==> config.mk <==
export PLATFORM = sky130hd
export DESIGN_NAME = spt_tx_framing
export DESIGN_NICKNAME = d
export VERILOG_FILES = /design/src/design/spt_pkg.sv /design/src/design/spt_sync.sv /design/src/design/spt_tx_framing.sv
export SDC_FILE = /design/constraint.sdc
export NUM_CORES = 1
export LEC_CHECK = 0
export BUFFER_PORTS_ARGS = -buffer_cell sky130_fd_sc_hd__clkbuf_2
export CORE_MARGIN = 5
export CORE_UTILIZATION = 45
export DETAILED_ROUTE_END_ITERATION = 10
export SYNTH_ARGS = -nofsm -noshare
export SYNTH_HDL_FRONTEND = slang
export SYNTH_SLANG_ARGS = --single-unit
==> constraint.sdc <==
create_clock -name core_clk_i -period 5.7 [get_ports core_clk_i]
set_clock_uncertainty 0.1 [all_clocks]
set_input_delay 0.57 -clock core_clk_i [delete_from_list [all_inputs] [get_ports core_clk_i]]
set_output_delay 0.57 -clock core_clk_i [all_outputs]
set_load 0.005 [all_outputs]
==> src/design/spt_pkg.sv <==
`default_nettype none
package spt_pkg;

  // ----------------------------------------
  // Timing
  // ----------------------------------------
  localparam int CLK_PERIOD_NS   = 50;
  localparam int TURN_ON_NS      = 100;
  localparam int TURN_ON_CYC_RAW = (TURN_ON_NS + CLK_PERIOD_NS - 1) / CLK_PERIOD_NS;
  localparam int TURN_ON_CYC     = (TURN_ON_CYC_RAW < 1) ? 1 : TURN_ON_CYC_RAW;

  // ----------------------------------------
  // Field encodings
  // ----------------------------------------
  localparam logic [1:0] DLY_0       = 2'h0;
  localparam logic [1:0] DLY_1       = 2'h1;
  localparam logic [1:0] DLY_2       = 2'h2;
  localparam logic [1:0] IRQ_READY   = 2'h0;
  localparam logic [1:0] IRQ_BLOCK   = 2'h1;
  localparam logic [1:0] IRQ_FSYNC   = 2'h2;
  localparam logic [1:0] IRQ_SYNCERR = 2'h3;
  localparam logic [1:0] CMP_MSB     = 2'h0;
  localparam logic [1:0] CMP_LSB8    = 2'h1;
  localparam logic [1:0] CMP_MULAW   = 2'h2;
  localparam logic [1:0] CMP_ALAW    = 2'h3;

  // ----------------------------------------
  // Companding
  // ----------------------------------------
  localparam int          COMPAND_BITS = 8;
  localparam logic [7:0]  ALAW_XOR     = 8'h55;
  localparam logic [12:0] MULAW_CLIP   = 13'h1FDE;
  localparam logic [13:0] MULAW_BIAS   = 14'h0021;

  typedef enum logic [1:0] {
    TX_IDLE  = 2'b00,
    TX_DELAY = 2'b01,
    TX_SHIFT = 2'b10
  } spt_tx_state_t;

endpackage
`default_nettype wire

==> src/design/spt_sync.sv <==
`timescale 1ns/1ns
`default_nettype none
module spt_sync #(
  parameter int W = 1
) (
  input  wire logic         core_clk_i,
  input  wire logic         nrst_i,
  input  wire logic [W-1:0] async_i,
  output logic      [W-1:0] sync_o
);

  // ----------------------------------------
  // Two-stage synchroniser
  // ----------------------------------------
  logic [W-1:0] meta;

  always_ff @(posedge core_clk_i or negedge nrst_i)
  begin
    if (!nrst_i)
    begin
      meta   <= '0;
      sync_o <= '0;
    end
    else
    begin
      meta   <= async_i;
      sync_o <= meta;
    end
  end

endmodule
`default_nettype wire

==> src/design/spt_tx_framing.sv <==
// What this block does
// - Delay first transmit bit by 0-2 clocks.
// - Frame starts where sync first seen active.
// - Zero delay: first bit out on sync.
// - Zero delay receive samples at first fall.
// - Two-bit delay skips the framing bit and one more.
// - Turn-on delay on first bit, A-bis any.
// - Mode 00 interrupts on ready rising.
// - Mode 01 interrupts at word end, multichannel only.
// - Mode 10 interrupts per sync, even when disabled.
// - Mode 11 interrupts when sync error sets.
// - Direction 0: sync pin is input, polarity-conditioned.
// - Both bits 1: generator sync drives pin.
// - Direction 1, select 0: copy makes pulse.
// - Input syncs sampled on internal clock falls, except zero-delay transmit start.
// - Output syncs and data change on rises.
// - Internal syncs active high, polarity inverts pins.
// - Transmit clock polarity inverts pin both ways.
// - Receive clock polarity inverts pin both ways.
// - Generator sync bit aligns to receive sync pin.
// - Compand 11 sends A-law 8-bit MSB first.
// - Compand 00 plain, 01 LSB first, 10 mu-law.
// - Unexpected sync aborts, flags, resends word.
`timescale 1ns/1ns
`default_nettype none
module spt_tx_framing #(
  parameter int WORD_W = 16,
  parameter int RX_W   = 8
) (
  input  wire logic              core_clk_i,
  input  wire logic              nrst_i,
  input  wire logic              tx_enable_i,
  input  wire logic [WORD_W-1:0] tx_data_i,
  input  wire logic              tx_data_valid_i,
  output logic                   tx_ready_flag_o,
  input  wire logic [1:0]        tx_data_delay_i,
  input  wire logic [1:0]        rx_data_delay_i,
  input  wire logic              data_pin_delay_enable_i,
  input  wire logic              abis_mode_i,
  input  wire logic              abis_bit_enable_i,
  input  wire logic [1:0]        tx_irq_mode_i,
  input  wire logic              multichannel_active_i,
  output logic                   tx_irq_o,
  output logic                   tx_sync_error_o,
  input  wire logic              tx_sync_error_clear_i,
  input  wire logic              tx_unexpected_sync_ignore_i,
  input  wire logic [1:0]        tx_compand_mode_i,
  input  wire logic              tx_framesync_dir_i,
  input  wire logic              tx_framesync_gen_select_i,
  input  wire logic              tx_framesync_polarity_i,
  input  wire logic              rx_framesync_polarity_i,
  input  wire logic              tx_clock_polarity_i,
  input  wire logic              rx_clock_polarity_i,
  input  wire logic              tx_clock_dir_i,
  input  wire logic              rx_clock_dir_i,
  input  wire logic              generator_sync_to_input_i,
  input  wire logic              generator_clock_i,
  input  wire logic              generator_frame_sync_i,
  output logic                   generator_resync_o,
  output logic                   tx_data_pin_o,
  output logic                   tx_data_pin_oe_o,
  input  wire logic              rx_data_pin_i,
  input  wire logic              tx_framesync_pin_i,
  output logic                   tx_framesync_pin_o,
  output logic                   tx_framesync_pin_oe_o,
  input  wire logic              rx_framesync_pin_i,
  input  wire logic              tx_clock_pin_i,
  output logic                   tx_clock_pin_o,
  output logic                   tx_clock_pin_oe_o,
  input  wire logic              rx_clock_pin_i,
  output logic                   rx_clock_pin_o,
  output logic                   rx_clock_pin_oe_o,
  output logic [RX_W-1:0]        rx_word_o,
  output logic                   rx_word_valid_o
);

  localparam logic [7:0] TON = 8'(spt_pkg::TURN_ON_CYC);
  localparam logic [5:0] TX_BITS = 6'(WORD_W);
  localparam logic [5:0] CMP_BITS = 6'(spt_pkg::COMPAND_BITS);
  localparam logic [5:0] RX_BITS = 6'(RX_W);

  // ----------------------------------------
  // Companding
  // ----------------------------------------
  function automatic logic [7:0] spt_alaw(input logic [15:0] d);
    logic [11:0] mag;
    logic [2:0]  seg;
    logic [3:0]  mant;
    mag = d[15] ? ~d[14:3] : d[14:3];
    seg = 3'h0;
    for (int i = 1; i < 8; i++)
      if (mag[i+4])
        seg = 3'(i);
    mant = (seg == 3'h0) ? mag[4:1] : 4'(mag >> seg);
    return {~d[15], seg, mant} ^ spt_pkg::ALAW_XOR;
  endfunction

  function automatic logic [7:0] spt_mulaw(input logic [15:0] d);
    logic [12:0] mag;
    logic [13:0] big;
    logic [2:0]  seg;
    logic [3:0]  mant;
    mag = d[15] ? ~d[14:2] : d[14:2];
    if (mag > spt_pkg::MULAW_CLIP)
      mag = spt_pkg::MULAW_CLIP;
    big = {1'b0, mag} + spt_pkg::MULAW_BIAS;
    seg = 3'h0;
    for (int i = 0; i < 8; i++)
      if (big[i+5])
        seg = 3'(i);
    mant = 4'(big >> (4'(seg) + 4'h1));
    return ~{d[15], seg, mant};
  endfunction

  // ----------------------------------------
  // Pin synchronisers and internal clocks
  // ----------------------------------------
  logic [4:0] pin_s;
  logic       s_txc, s_rxc, s_txfs, s_rxfs, s_rxd;

  spt_sync #(.W(5)) u_sync (
    .core_clk_i (core_clk_i),
    .nrst_i     (nrst_i),
    .async_i    ({tx_clock_pin_i, rx_clock_pin_i, tx_framesync_pin_i, rx_framesync_pin_i, rx_data_pin_i}),
    .sync_o     (pin_s)
  );
  assign {s_txc, s_rxc, s_txfs, s_rxfs, s_rxd} = pin_s;

  logic int_txc, int_rxc, txc_q, rxc_q, tx_rise, tx_fall, rx_fall;
  assign int_txc = tx_clock_dir_i ? generator_clock_i : (s_txc ^ tx_clock_polarity_i);
  assign int_rxc = rx_clock_dir_i ? generator_clock_i : (s_rxc ^ rx_clock_polarity_i);
  assign tx_rise = int_txc & ~txc_q;
  assign tx_fall = ~int_txc & txc_q;
  assign rx_fall = ~int_rxc & rxc_q;

  always_ff @(posedge core_clk_i or negedge nrst_i)
  begin
    if (!nrst_i)
    begin
      txc_q             <= 1'b0;
      rxc_q             <= 1'b0;
      tx_clock_pin_o    <= 1'b0;
      tx_clock_pin_oe_o <= 1'b0;
      rx_clock_pin_o    <= 1'b0;
      rx_clock_pin_oe_o <= 1'b0;
    end
    else
    begin
      txc_q             <= int_txc;
      rxc_q             <= int_rxc;
      tx_clock_pin_o    <= generator_clock_i ^ tx_clock_polarity_i;
      tx_clock_pin_oe_o <= tx_clock_dir_i;
      rx_clock_pin_o    <= generator_clock_i ^ rx_clock_polarity_i;
      rx_clock_pin_oe_o <= rx_clock_dir_i;
    end
  end

  // ----------------------------------------
  // Transmit frame sync
  // ----------------------------------------
  spt_pkg::spt_tx_state_t state;
  logic gen_fs_q, copy_fs_q, copy_pend, copy_now, int_txfs, fs_lvl_q, fs_smp_q;
  logic fs_edge, frame_start;

  assign int_txfs = !tx_framesync_dir_i ? (s_txfs ^ tx_framesync_polarity_i) :
                    tx_framesync_gen_select_i ? gen_fs_q : copy_fs_q;
  assign fs_edge = int_txfs & ~fs_lvl_q;
  assign frame_start = (tx_data_delay_i == spt_pkg::DLY_0) ? fs_edge :
                       (tx_fall & int_txfs & ~fs_smp_q);

  always_ff @(posedge core_clk_i or negedge nrst_i)
  begin
    if (!nrst_i)
    begin
      gen_fs_q  <= 1'b0;
      copy_fs_q <= 1'b0;
      copy_pend <= 1'b0;
    end
    else
    begin
      if (tx_rise)
      begin
        gen_fs_q  <= generator_frame_sync_i;
        copy_fs_q <= copy_pend;
      end
      if (copy_now)
        copy_pend <= 1'b1;
      else if (tx_rise)
        copy_pend <= 1'b0;
    end
  end

  always_ff @(posedge core_clk_i or negedge nrst_i)
  begin
    if (!nrst_i)
    begin
      fs_lvl_q              <= 1'b0;
      fs_smp_q              <= 1'b0;
      tx_framesync_pin_o    <= 1'b0;
      tx_framesync_pin_oe_o <= 1'b0;
    end
    else
    begin
      fs_lvl_q <= int_txfs;
      if (tx_fall)
        fs_smp_q <= int_txfs;
      tx_framesync_pin_o    <= (tx_framesync_gen_select_i ? gen_fs_q : copy_fs_q) ^ tx_framesync_polarity_i;
      tx_framesync_pin_oe_o <= tx_framesync_dir_i;
    end
  end

  // ----------------------------------------
  // Data register and copy to shifter
  // ----------------------------------------
  logic [WORD_W-1:0] hold, word, sh;
  logic              hold_full, loaded;
  logic [5:0]        nbits, bit_cnt;
  logic [1:0]        dcnt;
  logic              word_done, unexpected, rdy_q;

  assign tx_ready_flag_o = ~hold_full;
  assign copy_now = tx_enable_i & hold_full & ~loaded & (state == spt_pkg::TX_IDLE);

  always_ff @(posedge core_clk_i or negedge nrst_i)
  begin
    if (!nrst_i)
    begin
      hold      <= '0;
      hold_full <= 1'b0;
    end
    else if (!tx_enable_i)
      hold_full <= 1'b0;
    else if (tx_data_valid_i && !hold_full)
    begin
      hold      <= tx_data_i;
      hold_full <= 1'b1;
    end
    else if (copy_now)
      hold_full <= 1'b0;
  end

  always_ff @(posedge core_clk_i or negedge nrst_i)
  begin
    if (!nrst_i)
    begin
      word  <= '0;
      nbits <= TX_BITS;
    end
    else if (copy_now)
    begin
      case (tx_compand_mode_i)
        spt_pkg::CMP_LSB8:  word <= {{<<{hold[7:0]}}, {(WORD_W-8){1'b0}}};
        spt_pkg::CMP_MULAW: word <= {spt_mulaw(16'(hold)), {(WORD_W-8){1'b0}}};
        spt_pkg::CMP_ALAW:  word <= {spt_alaw(16'(hold)), {(WORD_W-8){1'b0}}};
        default:            word <= hold;
      endcase
      nbits <= (tx_compand_mode_i == spt_pkg::CMP_MSB) ? TX_BITS : CMP_BITS;
    end
  end

  // ----------------------------------------
  // Transmit sequencer
  // ----------------------------------------
  assign word_done = (state == spt_pkg::TX_SHIFT) & tx_rise & (bit_cnt == 6'h0);
  assign unexpected = tx_enable_i & frame_start & (state != spt_pkg::TX_IDLE)
                      & ~tx_unexpected_sync_ignore_i;

  always_ff @(posedge core_clk_i or negedge nrst_i)
  begin
    if (!nrst_i)
    begin
      state   <= spt_pkg::TX_IDLE;
      sh      <= '0;
      loaded  <= 1'b0;
      bit_cnt <= 6'h0;
      dcnt    <= 2'h0;
    end
    else if (!tx_enable_i)
    begin
      state  <= spt_pkg::TX_IDLE;
      loaded <= 1'b0;
    end
    else if (copy_now)
    begin
      sh     <= (tx_compand_mode_i == spt_pkg::CMP_MSB) ? hold : sh;
      loaded <= 1'b1;
    end
    else if ((state == spt_pkg::TX_IDLE && frame_start && loaded) || unexpected)
    begin
      sh      <= word;
      bit_cnt <= nbits - 6'h1;
      dcnt    <= tx_data_delay_i;
      state   <= (tx_data_delay_i == spt_pkg::DLY_0) ? spt_pkg::TX_SHIFT : spt_pkg::TX_DELAY;
    end
    else
    begin
      if (state == spt_pkg::TX_IDLE && loaded)
        sh <= word;
      case (state)
        spt_pkg::TX_DELAY:
          if (tx_rise)
          begin
            if (dcnt <= spt_pkg::DLY_1)
              state <= spt_pkg::TX_SHIFT;
            else
              dcnt <= dcnt - 2'h1;
          end
        spt_pkg::TX_SHIFT:
          if (tx_rise)
          begin
            if (bit_cnt == 6'h0)
            begin
              state  <= spt_pkg::TX_IDLE;
              loaded <= 1'b0;
            end
            else
            begin
              sh      <= sh << 1;
              bit_cnt <= bit_cnt - 6'h1;
            end
          end
        default: state <= spt_pkg::TX_IDLE;
      endcase
    end
  end

  // ----------------------------------------
  // Data pin drive and turn-on delay
  // ----------------------------------------
  logic       drive_req, drive_q;
  logic [7:0] ton_cnt;

  assign drive_req = (state == spt_pkg::TX_SHIFT) & (~abis_mode_i | abis_bit_enable_i);

  always_ff @(posedge core_clk_i or negedge nrst_i)
  begin
    if (!nrst_i)
    begin
      drive_q          <= 1'b0;
      ton_cnt          <= 8'h00;
      tx_data_pin_o    <= 1'b0;
      tx_data_pin_oe_o <= 1'b0;
    end
    else
    begin
      drive_q       <= drive_req;
      tx_data_pin_o <= sh[WORD_W-1];
      if (!drive_req)
      begin
        tx_data_pin_oe_o <= 1'b0;
        ton_cnt          <= 8'h00;
      end
      else if (!drive_q && data_pin_delay_enable_i)
        ton_cnt <= TON;
      else if (ton_cnt != 8'h00)
        ton_cnt <= ton_cnt - 8'h01;
      else
        tx_data_pin_oe_o <= 1'b1;
    end
  end

  // ----------------------------------------
  // Sync error flag and interrupt
  // ----------------------------------------
  logic irq_evt;

  always_comb
  begin
    case (tx_irq_mode_i)
      spt_pkg::IRQ_READY: irq_evt = ~hold_full & ~rdy_q;
      spt_pkg::IRQ_BLOCK: irq_evt = multichannel_active_i & word_done;
      spt_pkg::IRQ_FSYNC: irq_evt = fs_edge;
      default:            irq_evt = unexpected;
    endcase
  end

  always_ff @(posedge core_clk_i or negedge nrst_i)
  begin
    if (!nrst_i)
    begin
      tx_sync_error_o <= 1'b0;
      rdy_q           <= 1'b1;
      tx_irq_o        <= 1'b0;
    end
    else
    begin
      if (unexpected)
        tx_sync_error_o <= 1'b1;
      else if (tx_sync_error_clear_i)
        tx_sync_error_o <= 1'b0;
      rdy_q    <= ~hold_full;
      tx_irq_o <= irq_evt;
    end
  end

  // ----------------------------------------
  // Receive framing
  // ----------------------------------------
  logic            int_rxfs, rfs_q, rfs_lvl_q, rstart;
  logic [1:0]      rskip;
  logic [5:0]      rbits;
  logic [RX_W-1:0] rsh;

  assign int_rxfs = s_rxfs ^ rx_framesync_polarity_i;
  assign rstart = int_rxfs & ~rfs_q;

  always_ff @(posedge core_clk_i or negedge nrst_i)
  begin
    if (!nrst_i)
    begin
      rfs_q           <= 1'b0;
      rskip           <= 2'h0;
      rbits           <= 6'h0;
      rsh             <= '0;
      rx_word_o       <= '0;
      rx_word_valid_o <= 1'b0;
    end
    else
    begin
      rx_word_valid_o <= 1'b0;
      if (rx_fall)
      begin
        rfs_q <= int_rxfs;
        if (rstart && rbits == 6'h0 && rx_data_delay_i == spt_pkg::DLY_0)
        begin
          rsh   <= {rsh[RX_W-2:0], s_rxd};
          rbits <= RX_BITS - 6'h1;
        end
        else if (rstart && rbits == 6'h0)
        begin
          rskip <= rx_data_delay_i - 2'h1;
          rbits <= RX_BITS;
        end
        else if (rbits != 6'h0 && rskip != 2'h0)
          rskip <= rskip - 2'h1;
        else if (rbits != 6'h0)
        begin
          rsh   <= {rsh[RX_W-2:0], s_rxd};
          rbits <= rbits - 6'h1;
          if (rbits == 6'h1)
          begin
            rx_word_o       <= {rsh[RX_W-2:0], s_rxd};
            rx_word_valid_o <= 1'b1;
          end
        end
      end
    end
  end

  always_ff @(posedge core_clk_i or negedge nrst_i)
  begin
    if (!nrst_i)
    begin
      rfs_lvl_q          <= 1'b0;
      generator_resync_o <= 1'b0;
    end
    else
    begin
      rfs_lvl_q          <= int_rxfs;
      generator_resync_o <= generator_sync_to_input_i & int_rxfs & ~rfs_lvl_q;
    end
  end
endmodule
`default_nettype wire

Word level (Yosys, flattened, before mapping)
Cells that the tools add are included.
- $add $sub $neg: 9
- order comparisons: 2
- equality and inequality tests: 27
- shift-type cells: 2
- mux-type cells: 91
- bitwise operators: 49
- reductions and logical operators: 42
- operators by type and width (cell ; number):
    2-to-1 mux 16 bit ; 7
    2-to-1 mux 13 bit ; 4
    2-to-1 mux 3 bit ; 16
    2-to-1 mux 6 bit ; 8
    one-hot mux 16 bit (3 select lines) ; 1
    2-to-1 mux 1 bit ; 29
    2-to-1 mux 2 bit ; 14
    2-to-1 mux 7 bit ; 4
    2-to-1 mux 8 bit ; 3
    AND 1 bit ; 20
    nonzero test 2 bit ; 9
    subtractor 6 x 1 -> 6 bit (second input constant) ; 3
    inverter 1 bit ; 17
    inequality test 4 bit (second input constant) ; 4
    inequality test 3 x 1 -> 1 bit (second input constant) ; 5
    AND reduction 5 bit ; 3
    adder 13 x 6 -> 14 bit (second input constant) ; 1
    right shift 14 x 4 -> 4 bit ; 1
    > comparator 13 bit (second input constant) ; 1
    inverter 13 bit ; 1
    logical NOT 6 bit ; 2
    2-to-1 mux 12 bit ; 1
    inequality test 2 bit (second input constant) ; 6
    inverter 12 bit ; 1
    other kinds (30) ; 61
- register bits after elaboration: 130
- bits of input ports: 50
- logic and storage cells: 261

Depth between registers and ports, before layout
Gate-level depths: netlist (run 1).
- word-level depth: 20
- depth in mapped cells: 20

Hierarchy
A second synthesis (run 1) with hierarchy kept.
- cell total of the unflattened synthesis: 883
- area total of the unflattened synthesis: 7754.9 um^2
- by module, submodules not included (module ; times used ; cells each ; area each (um^2) ; sequential area each (um^2)):
    spt_tx_framing ; 1 ; 873 ; 7504.7 ; 2905.3
    spt_sync ; 1 ; 10 ; 250.2 ; 250.2

Least setup slack after synthesis (run 1)
OpenSTA, ideal clock, no wires.
- path kind: register to register
- start: reg hold[15]
- end: reg word[8]
- data arrival time: 4.471 ns
- data required time: 5.474 ns
- slack: 1.003 ns
- cell stages (with the launch flop): 20
- buffers on the path: 6
- cell sequence: dfrtp_1 -> buf_4 -> buf_2 -> buf_2 -> clkbuf_1 -> buf_1 -> clkbuf_1 -> xnor2_1 -> nand2_1 -> ha_1 -> inv_1 -> a21oi_2 -> or3_1 -> a21oi_1 -> mux2_2 -> o31a_1 -> mux2i_1 -> o221ai_1 -> o31a_1 -> a2bb2oi_1
- word-level cells in the longest chain between the ends: 19
- elaborated cells on any way between the ends: 33
- classes of those cells: add/sub (2); order compare (1); shift (2); mux (25); bitwise (2); reduce/logical (1)
- RTL lines (element ; line ; source):
    start, declared ; spt_tx_framing.sv:215 ; logic [WORD_W-1:0] hold, word, sh;
    start signal, assigned ; spt_tx_framing.sv:235 ; hold <= tx_data_i;
    2-to-1 mux 13 bit ; spt_tx_framing.sv:103 ; mag = d[15] ? ~d[14:2] : d[14:2];
    > comparator 13 bit ; spt_tx_framing.sv:104 ; if (mag > spt_pkg::MULAW_CLIP)
    2-to-1 mux 13 bit ; spt_tx_framing.sv:104 ;
    2-to-1 mux 13 bit ; spt_tx_framing.sv:251 ; case (tx_compand_mode_i)
    2-to-1 mux 13 bit ; spt_tx_framing.sv:249 ; else if (copy_now)
    adder 13 x 6 -> 14 bit ; spt_tx_framing.sv:106 ; big = {1'b0, mag} + spt_pkg::MULAW_BIAS;
    2-to-1 mux 1 bit ; spt_tx_framing.sv:109 ; if (big[i+5])
    2-to-1 mux 3 bit (6 in series) ; spt_tx_framing.sv:109 ;
    2-to-1 mux 3 bit ; spt_tx_framing.sv:251 ;
    2-to-1 mux 3 bit ; spt_tx_framing.sv:249 ;
    adder 3 x 1 -> 4 bit ; spt_tx_framing.sv:111 ; mant = 4'(big >> (4'(seg) + 4'h1));
    right shift 14 x 4 -> 4 bit ; spt_tx_framing.sv:111 ;
    inverter 8 bit ; spt_tx_framing.sv:112 ; return ~{d[15], seg, mant};
    one-hot mux 16 bit (3 select lines) (*) ; spt_tx_framing.sv:251 ;
    end signal, assigned ; spt_tx_framing.sv:252 ; spt_pkg::CMP_LSB8: word <= {{<<{hold[7:0]}}, {(WORD_W-8){1'b0}}};
    end signal, assigned ; spt_tx_framing.sv:253 ; spt_pkg::CMP_MULAW: word <= {spt_mulaw(16'(hold)), {(WORD_W-8){1'b0}}};
    end signal, assigned ; spt_tx_framing.sv:254 ; spt_pkg::CMP_ALAW: word <= {spt_alaw(16'(hold)), {(WORD_W-8){1'b0}}};
    end, declared ; spt_tx_framing.sv:215 ;
Mark *: on every way between the ends. The rest lies on a longest branch, timed or not. The select of a mux whose other input is x is not followed.
A chain may end at the register's enable or synchronous reset.

Worst setup path after layout (run 1)
Same ends and word-level chain as after synthesis.

==> impl_metrics.json, run 1 <==
{
  "cpMaxStageDelayCell": "dfrtp_2",
  "multi_input_area_um2": 4198,
  "dpl.hpwl_um": 13980,
  "pwr_density_cell_nw_per_um2": 432.2,
  "power_leakage_nw": 3.794,
  "synth-seq-cells": 126,
  "ff_latch_area_um2": 3157,
  "rsz0062_at_grt": "no",
  "initial_core_util_pct": 46.18,
  "worstPathMaxFanout": 33,
  "design_area_um2": 8773,
  "end_kind": "flop",
  "vias": 6616,
  "cts_setup_buffers": 0,
  "grt_overflow": 0,
  "syn-num-nets": 925,
  "grt_pass1_vias": 6302,
  "die_area_um2": 19790,
  "die_x_um": 140.7,
  "synth_edf_count": 0,
  "fin_crit_ns": 5.014,
  "antenna_cells": 0,
  "max_cap_viol_count": 0,
  "ys.flop_type": "dfrtp_1",
  "cts_buffers": 17,
  "via_per_inst": 5.788,
  "cp-start-kind": "flop",
  "hold_buffers": 0,
  "worst_ep_required_time_ns": 5.89,
  "yosysWarnings": 0,
  "drcViolationCount": 0,
  "yosysSeqAreaShare_pct": 41.05,
  "totalWireLength_um": 19500,
  "die_h_um": 140.7,
  "cp_top_family": "compound AO/OA/AOI/OAI gates",
  "fillers": 1558,
  "finalMaxSlewViolations": 0,
  "place_congestion": 0.8853,
  "path_clk_slew_ns": 0.06,
  "critPathKind": "flop to flop",
  "slew_headroom_pct": 44.57,
  "worstPathArrival_ns": 5.20,
  "placed_area_um2": 8167,
  "status": "finished, final reports clean",
  "antenna_found_initial": 0,
  "cts_max_path_buffers": 2,
  "drtPass1Iterations": 5,
  "peakVddDrop_mv": 0.2846,
  "syn_area_um2": 7686,
  "setup_violations": 0,
  "yosysUniqueCellTypes": 72,
  "crit_chain": "or3b_4 -> mux2_2 -> o211a_1 -> and2_1 -> nor2_1 -> ha_1 -> o221a_2 -> o2111ai_1 -> a2111oi_2 -> o21ai_0 -> a21o_1 -> mux2i_1 -> and3_1 -> o31a_1 -> a2bb2oi_1",
  "core_um2": 16640,
  "drtIter0Drc": 459,
  "nets": 967,
  "tritoncts": "built",
  "critPathBufInv": 0,
  "row_count": 47,
  "grt_usage_pct": 20.14,
  "worstHoldPathType": "primary input to async pin",
  "hold_viol_final": 0,
  "cts_sinks": 126,
  "pin_count": 71,
  "clock.fmax_ghz": 0.1994,
  "synth-async-reset-ratio_pct": 100.0,
  "synth_area_leader_cell": "dfrtp_1",
  "synth_area_leaders": "dfrtp_1 (40%), mux2_2 (5.9%), a21oi_1 (5.4%)",
  "drive_gt1_share_pct": 19.39,
  "syn_to_final_growth_pct": 14.15,
  "synth_area_per_cell_um2": 8.855,
  "ctsResizeCount": 0,
  "max_stage_delay_ns": 0.71,
  "insertion_delay_ns": 0.42,
  "htreeDepth": 4,
  "post-route-period-util_pct": 87.97,
  "postRouteAntennaNets": 0,
  "grt_max_degree": 65,
  "synthCells": 868,
  "max_slew.worst_pin.slew_ns": 0.8238,
  "yosys.area.top_type_share_pct": 40.37,
  "setup-tns-final_ns": 0,
  "port_buffers": 70,
  "grt_pass1_wl_um": 32640,
  "root_buffer": "clkbuf_16",
  "routedWlPerCell_um": 17.06
}
-- logic make-up after synthesis --
family | Yosys count | share of synthesized area (%)
and+or+nand+nor | 295 | 18.12
AOI/OAI and AO/OA | 255 | 21.44
buffers and inverters | 83 | 4.428
muxes | 61 | 9.148
adders and majority gates | 7 | 1.139
xor gates and xnor gates | 41 | 4.672
DFF | 126 | 41.05
-- final timing paths --
path	end	slack [ns]	cells after the start	startpoint
worst max-delay path	word[8]	0.69	15	hold[15]
worst min-delay path	tx_clock_pin_o	0.03	1	nrst_i
worst max register to register	word[8]	0.69	15	hold[15]
worst min register to register	u_sync.sync_o[0]	0.24	0	u_sync.meta[0]
max in group asynchronous	word[13]	4.26	2	nrst_i
min in group core_clk_i	u_sync.meta[2]	0.16	1	tx_framesync_pin_i
-- layout by cell type (no fill, tap or decap), types with 18 or more instances in the layout --
cell type	n
dfrtp_1	123
nor2_1	86
nand2_1	84
a21oi_1	83
clkbuf_2	69
mux2_2	40
o21ai_0	39
xnor2_1	30
inv_1	24
nor3_1	24
a211oi_1	24
nand3_1	23
o22ai_1	23
nand2b_1	18
-- metrics by stage --
stage                     worst slack (ns)  total power, mW  hold slack [ns]  instances  util [%]
after global placement              0.8694            2.684           0.2317       1111     49.07
after floorplan                      1.003            2.334           0.1744        868         -
after CTS                           0.7713            3.806          0.03965       1143     52.72
final                               0.6859            3.792          0.02885       1143     52.72
after global routing                0.4087            4.053          0.06979       1143     52.72
after detailed placement            0.7930            2.686           0.2355       1111     49.07
-- cell usage after synthesis, types with 5 or more instances --
master    instances
nand2_1          84
nor3_1           24
nor2_1           86
mux2_2           40
mux2i_1          17
and2_1            6
a31oi_1           8
or3_1             9
o21ai_0          40
and3_1            5
buf_2             8
dfrtp_1         124
or2_2            10
o31ai_1           9
clkbuf_1         44
xnor2_1          30
inv_1            24
a211oi_1         24
nor3b_1           5
nand3_1          23
xor2_1           11
o22ai_1          23
a21oi_1          83
a21o_1            5
ha_1              7
a221oi_1          5
nand2b_1         18
nor2b_1           7
-- layout make-up --
| class | instances | area share, % |
|---|---|---|
| multi-input cells | 659 | 47.85 |
| flip-flops and latches | 126 | 35.98 |
| clock buffers | 19 | 5.163 |
| repair buffers | 82 | 5.091 |
| well taps | 220 | 3.137 |
| clock inverters | 13 | 1.754 |
| inverters | 24 | 1.027 |
-- report_power, final --
part           switching, mW  total (mW)  internal [mW]  leakage (nW)
registers              0.232        1.33           1.10          1.56
logic                  0.769        1.36          0.589          1.95
clock network          0.422        1.10          0.677         0.290
-- layer usage --
metal  global-route usage (%)  wire, um  vias to the layer above  share of wire, %
met2                    32.11      9154                      180                47
met3                    3.793      1031                       22               5.3
li1                         -         -                     3239                 -
met1                    28.38      9088                     3175                47
met5                        0         0                        -                 0
met4                    5.252       222                        0               1.1
-- flip-flops by register name, summed over array words and instances (netlist names), 6 cells and up --
name	flops
rbits	6
rsh	7
bit_cnt	6
word	16
rx_word_o	8
ton_cnt	8
hold	16
sh	16
(Power assumes the default switching activity.)
==> run 2: changes to the inputs <==
--- a/config.mk
+++ b/config.mk
@@ -7,8 +7,9 @@
 export LEC_CHECK = 0
 export BUFFER_PORTS_ARGS = -buffer_cell sky130_fd_sc_hd__clkbuf_2
 export CORE_MARGIN = 5
-export CORE_UTILIZATION = 45
+export CORE_UTILIZATION = 35
 export DETAILED_ROUTE_END_ITERATION = 10
+export SKIP_LAST_GASP = 1
 export SYNTH_ARGS = -nofsm -noshare
 export SYNTH_HDL_FRONTEND = slang
 export SYNTH_SLANG_ARGS = --single-unit
==> run 2 against run 1 <==
- via count up 0.88%
- critical path type unchanged
- core utilization fell by 12 points
- critical path depth grew 2
- non-clock buffer count is the same
==> impl_metrics.json, run 2 (same netlist as run 1, synthesis figures left out) <==
{
  "power_leakage_nw": 3.803,
  "swShare_pct": 37.61,
  "pin_count": 71,
  "setup_violations": 0,
  "final_common_cell": "dfrtp_1",
  "critPathLaunch": "hold[15]",
  "peakVddDrop_mv": 0.2186,
  "drtPass1Iterations": 5,
  "worstPathMaxFanout": 35,
  "antenna_cells": 0,
  "end_kind": "flop",
  "setup.worst_path.end": "word[8]",
  "antenna_found_initial": 0,
  "drtIter0Drc": 557,
  "grt_usage_pct": 16.59,
  "worstHoldPathType": "primary input to async pin",
  "placed_cells": 1171,
  "port_buffers": 70,
  "dpl.hpwl_um": 14500,
  "power_frac_comb_pct": 35.9,
  "fin_crit_ns": 4.982,
  "p_int_mw": 2.392,
  "postRouteAntennaNets": 0,
  "die_x_um": 158.2,
  "top_regs": "hold x16, sh x16, word x16",
  "root_buffer": "clkbuf_16",
  "finalMaxSlewViolations": 0,
  "drcViolationCount": 0,
  "mostFrequentLayoutCells": "dfrtp_1 (123), nor2_1 (86), nand2_1 (84), a21oi_1 (83), clkbuf_2 (69)",
  "path_clk_slew_ns": 0.06,
  "placed_area_um2": 8242,
  "htreeDepth": 4,
  "ctsResizeCount": 0,
  "fin_cells": 1203,
  "post-route-period-util_pct": 87.40,
  "max_slew.worst_pin.slew_ns": 0.8441,
  "cts_max_path_buffers": 2,
  "p_seq_share_pct": 34.6,
  "cts_sinks": 126,
  "setup_slack_ns": 0.7180,
  "reg2reg_depth": 17,
  "whs_ns": 0.04210,
  "die_h_um": 158.2,
  "totalWireLength_um": 20340,
  "die_area_um2": 25020,
  "p_switching_mw": 1.442,
  "rsz0062_at_grt": "no",
  "core_um2": 21760,
  "design_area_um2": 8853,
  "hold_buffers": 0,
  "r2r_start": "hold[15]",
  "initial_core_util_pct": 35.33,
  "drive_gt1_share_pct": 19.28,
  "pre_cts_slack_ns": 0.8000,
  "hold_viol_final": 0,
  "worstPathArrival_ns": 5.18,
  "reg2reg_slack_ns": 0.72,
  "max_cap_viol_count": 0,
  "tritoncts": "built",
  "cts_setup_buffers": 0,
  "insertion_delay_ns": 0.42,
  "grt_pass1_vias": 6287,
  "worst_ep_required_time_ns": 5.90,
  "status": "finished, final reports clean",
  "setup-tns-final_ns": 0,
  "clock_power_share_pct": 29.6,
  "row_count": 54,
  "via_per_inst": 5.548,
  "critPathKind": "flop to flop",
  "cts_buffers": 17,
  "r2r_end": "word[8]",
  "cp-start-kind": "flop",
  "vias": 6674,
  "place_congestion": 0.9134,
  "pwr_density_cell_nw_per_um2": 433.1,
  "grt_pass1_wl_um": 33260,
  "slew_headroom_pct": 43.72,
  "routedWlPerCell_um": 16.91,
  "syn_to_final_growth_pct": 15.19,
  "nets": 967,
  "clock.fmax_ghz": 0.2007,
  "grt_max_degree": 73,
  "grt_overflow": 0
}
## run 2: cell types whose count changed in the layout (fill, tap and decap cells not counted), sizes merged
cell	before	now
inv	29	28
clkbuf	88	87
clkinvlp	3	1
bufinv	2	3
clkinv	3	6
## run 2: worst min-delay path by stage
stage              startpoint                 to  slack [ns]
2_1_floorplan          nrst_i         bit_cnt[0]        0.17
3_3_place_gp   u_sync.meta[2]   u_sync.sync_o[2]        0.23
3_5_place_dp   u_sync.meta[0]   u_sync.sync_o[0]        0.24
4_1_cts                nrst_i         ton_cnt[7]        0.08
5_1_grt                nrst_i  tx_clock_pin_oe_o        0.11
6_report               nrst_i   tx_data_pin_oe_o        0.04
## run 2: routing by layer
layer / vias to the layer above / global-route usage [%] / part of all wire (%)
li1: 3225 / - / -
met1: 3245 / 22.26 / 45
met2: 177 / 27.06 / 48
met3: 27 / 3.198 / 5.2
met4: 0 / 5.361 / 1.9
met5: - / 0 / 0
## run 2: final cells by class
type / instances / area [um2]
inverter: 24 / 90.09
fill: 2215 / 12900
clock buffer: 18 / 429.2
multi-input combinational: 659 / 4198
tap: 280 / 350.3
sequential: 126 / 3157
timing repair buffer: 82 / 446.7
clock inverter: 14 / 182.7
## run 2: stage by stage
step | utilization [%] | power (mW)
finish | 40.69 | 3.834
global route | 40.69 | 4.099
CTS | 40.69 | 3.853
detailed placement | 37.88 | 2.701
global placement | 37.88 | 2.699
floorplan | - | 2.334
## run 2: power by group through the flow
| stage | registers (mW) | logic (mW) | clock network [mW] |
|---|---|---|---|
| finish | 1.32 | 1.38 | 1.13 |
| global route | 1.36 | 1.54 | 1.20 |
| global placement | 1.33 | 1.37 | 0 |
| detailed placement | 1.34 | 1.36 | 0 |
| floorplan | 1.22 | 1.11 | 0 |
| CTS | 1.32 | 1.37 | 1.16 |
## run 2: worst max-delay path, stage by stage (launching register included)
cell and delay [ns]:
dfrtp_2 0.57, buf_4 0.33, nor2b_1 0.23, a22o_1 0.24, o211a_1 0.35, and2_1 0.24, nor2_1 0.06, ha_1 0.25
inv_1 0.13, a21oi_2 0.07, or3_1 0.42, a21oi_1 0.42, mux2_2 0.39, o31a_1 0.33, mux2i_1 0.17, o221ai_1 0.15
o31a_1 0.26, a2bb2oi_1 0.13
==> run 3: changes to the inputs <==
==> constraint.sdc (replaced) <==
create_clock -name core_clk_i -period 4.32 [get_ports core_clk_i]
set_clock_uncertainty 0.1 [all_clocks]
set_input_delay 0.432 -clock core_clk_i [delete_from_list [all_inputs] [get_ports core_clk_i]]
set_output_delay 0.432 -clock core_clk_i [all_outputs]
set_load 0.005 [all_outputs]
==> run 3 against run 2 <==
- the flow now finishes with violations (hold timing)
- register-to-register slack got worse by 0.59 ns
- maximum frequency rose by 19%
- clock-buffer cell count rose by 1
- worst hold slack got worse by 0.048 ns
- critical path depth did not move
- sequential share of layout area fell by 1.0 points
- clock power rose by 13%
- sequential cell count did not move
- combinational power rose by 48%
- critical endpoint unchanged
- largest cell class unchanged
==> impl_metrics.json, run 3 (same netlist as run 1, synthesis figures left out) <==
{
  "pin_count": 71,
  "htreeDepth": 4,
  "use_met2_pct": 26.14,
  "drive_gt1_share_pct": 23.14,
  "r2r_start": "hold[15]",
  "dpl.hpwl_um": 14320,
  "drtPass1Iterations": 4,
  "critPathKind": "flop to flop",
  "status": "complete, but fails checks",
  "final_core_util_pct": 41.90,
  "fin_cells": 1235,
  "grt_pass1_vias": 6493,
  "rsz0062_at_grt": "yes",
  "grt_usage_pct": 16.30,
  "port_buffers": 70,
  "drtIter0Drc": 497,
  "postRouteAntennaNets": 0,
  "setup_slack_ns": 0.1232,
  "grt_max_degree": 99,
  "initial_core_util_pct": 35.33,
  "finalMaxSlewViolations": 0,
  "whs_ns": -0.005439,
  "cts_max_path_buffers": 2,
  "setup-tns-final_ns": 0,
  "grt_use_met3_pct": 3.554,
  "drcViolationCount": 0,
  "cts_sinks": 126,
  "worstPathArrival_ns": 4.39,
  "slew_headroom_pct": 40.28,
  "clock.fmax_ghz": 0.2383,
  "max_slew.worst_pin.slew_ns": 0.8957,
  "place_congestion": 0.9945,
  "root_buffer": "clkbuf_16",
  "die_area_um2": 25020,
  "syn_to_final_growth_pct": 18.61,
  "grt_overflow": 0,
  "power_leakage_nw": 3.920,
  "mostFrequentLayoutCells": "dfrtp_1 (123), nor2_1 (86), nand2_1 (84), a21oi_1 (80), clkbuf_2 (69)",
  "worstHoldPathType": "primary input to async pin",
  "worst_ep_required_time_ns": 4.51,
  "tritoncts": "built",
  "insertion_delay_ns": 0.42,
  "top_usage_layer": "met2",
  "violations": "hold timing",
  "grtUsageMet1_pct": 21.67,
  "top_regs": "hold x16, sh x16, word x16",
  "placed_cells": 1201,
  "max_cap_viol_count": 0,
  "path_clk_slew_ns": 0.06,
  "setup_violations": 0,
  "row_count": 54,
  "end_kind": "flop",
  "fillers": 2161,
  "critPathLaunch": "hold[15]",
  "hold_viol_final": 1,
  "reg2reg_depth": 17,
  "antenna_cells": 0,
  "pwr_density_cell_nw_per_um2": 546.6,
  "cts_buffers": 17,
  "vias": 6680,
  "grt_pass1_wl_um": 32950,
  "final_common_cell": "dfrtp_1",
  "nets": 1000,
  "reg2reg_slack_ns": 0.12,
  "post-route-period-util_pct": 97.15,
  "core_um2": 21760,
  "fin_crit_ns": 4.197,
  "totalWireLength_um": 19710,
  "via_per_inst": 5.409,
  "antenna_found_initial": 1,
  "cp-start-kind": "flop",
  "die_x_um": 158.2,
  "routedWlPerCell_um": 15.96,
  "pre_cts_slack_ns": 0.03970,
  "die_h_um": 158.2,
  "peakVddDrop_mv": 0.2857,
  "worstPathMaxFanout": 9
}
-- run 3: cell types whose count changed in the layout (fill, tap and decap cells not counted), moves of 3 or more --
cell	before	now
buf_4	12	43
clkinvlp_4	1	7
a21oi_1	83	80
a221oi_1	5	2
a221oi_2	0	3
bufinv_16	3	0
clkinv_4	4	1
-- run 3: per-layer routing --
layer	share of wire [%]	up-vias
met1	46	3165
met3	4.8	35
met4	2.7	2
li1	-	3308
met5	0.066	-
met2	47	170
-- run 3: worst paths after layout --
kind	end
worst max-delay path	word[8]
worst min-delay path	tx_clock_pin_o
worst max register to register	word[8]
worst min register to register	u_sync.sync_o[4]
max in group asynchronous	rdy_q
min in group core_clk_i	u_sync.meta[1]
-- run 3: cell type report --
cell class / count / area (um2) / area share, %
clock buffers: 19 / 442.9 / 4.859
clock inverters: 12 / 88.84 / 0.9745
inverters: 24 / 90.09 / 0.9882
multi-input cells: 659 / 4288 / 47.04
flip-flops and latches: 126 / 3157 / 34.63
well taps: 280 / 350.3 / 3.843
repair buffers: 115 / 699.4 / 7.672
-- run 3: repair_timing --
action | in CTS | in global routing
setup buffers | 0 | 1
hold buffers | 2 | 0
resized for setup | 0 | 15
hold endpoints to repair | 2 | 0
setup endpoints to repair | 0 | 7
-- run 3: power by group --
part | internal (mW) | leakage (nW) | total, mW | switching (mW)
Clock | 0.745 | 0.240 | 1.28 | 0.538
Sequential | 1.46 | 1.56 | 1.66 | 0.202
Combinational | 0.880 | 2.12 | 2.04 | 1.16
Total | 3.08 | 3.92 | 4.98 | 1.90
-- run 3: metrics by stage --
| step | total power [mW] | area, um2 |
|---|---|---|
| after global routing | 5.340 | 9116 |
| after floorplan | 3.084 | 7694 |
| after global placement | 3.627 | 8471 |
| final | 4.983 | 9116 |
| after detailed placement | 3.631 | 8471 |
| after CTS | 4.946 | 9022 |
-- run 3: critical path: stages, from the launching register on --
cell and delay, ns:
dfrtp_2 0.40, buf_4 0.16, nand2b_1 0.16, o32a_1 0.40, o211a_1 0.28, nand2_1 0.13, nand2_1 0.07, ha_1 0.23
inv_1 0.11, a21oi_2 0.06, or3_4 0.43, a21oi_4 0.17, mux2_2 0.35, o31a_1 0.33, mux2i_1 0.16, o221ai_1 0.15
o31a_1 0.26, a2bb2oi_1 0.13
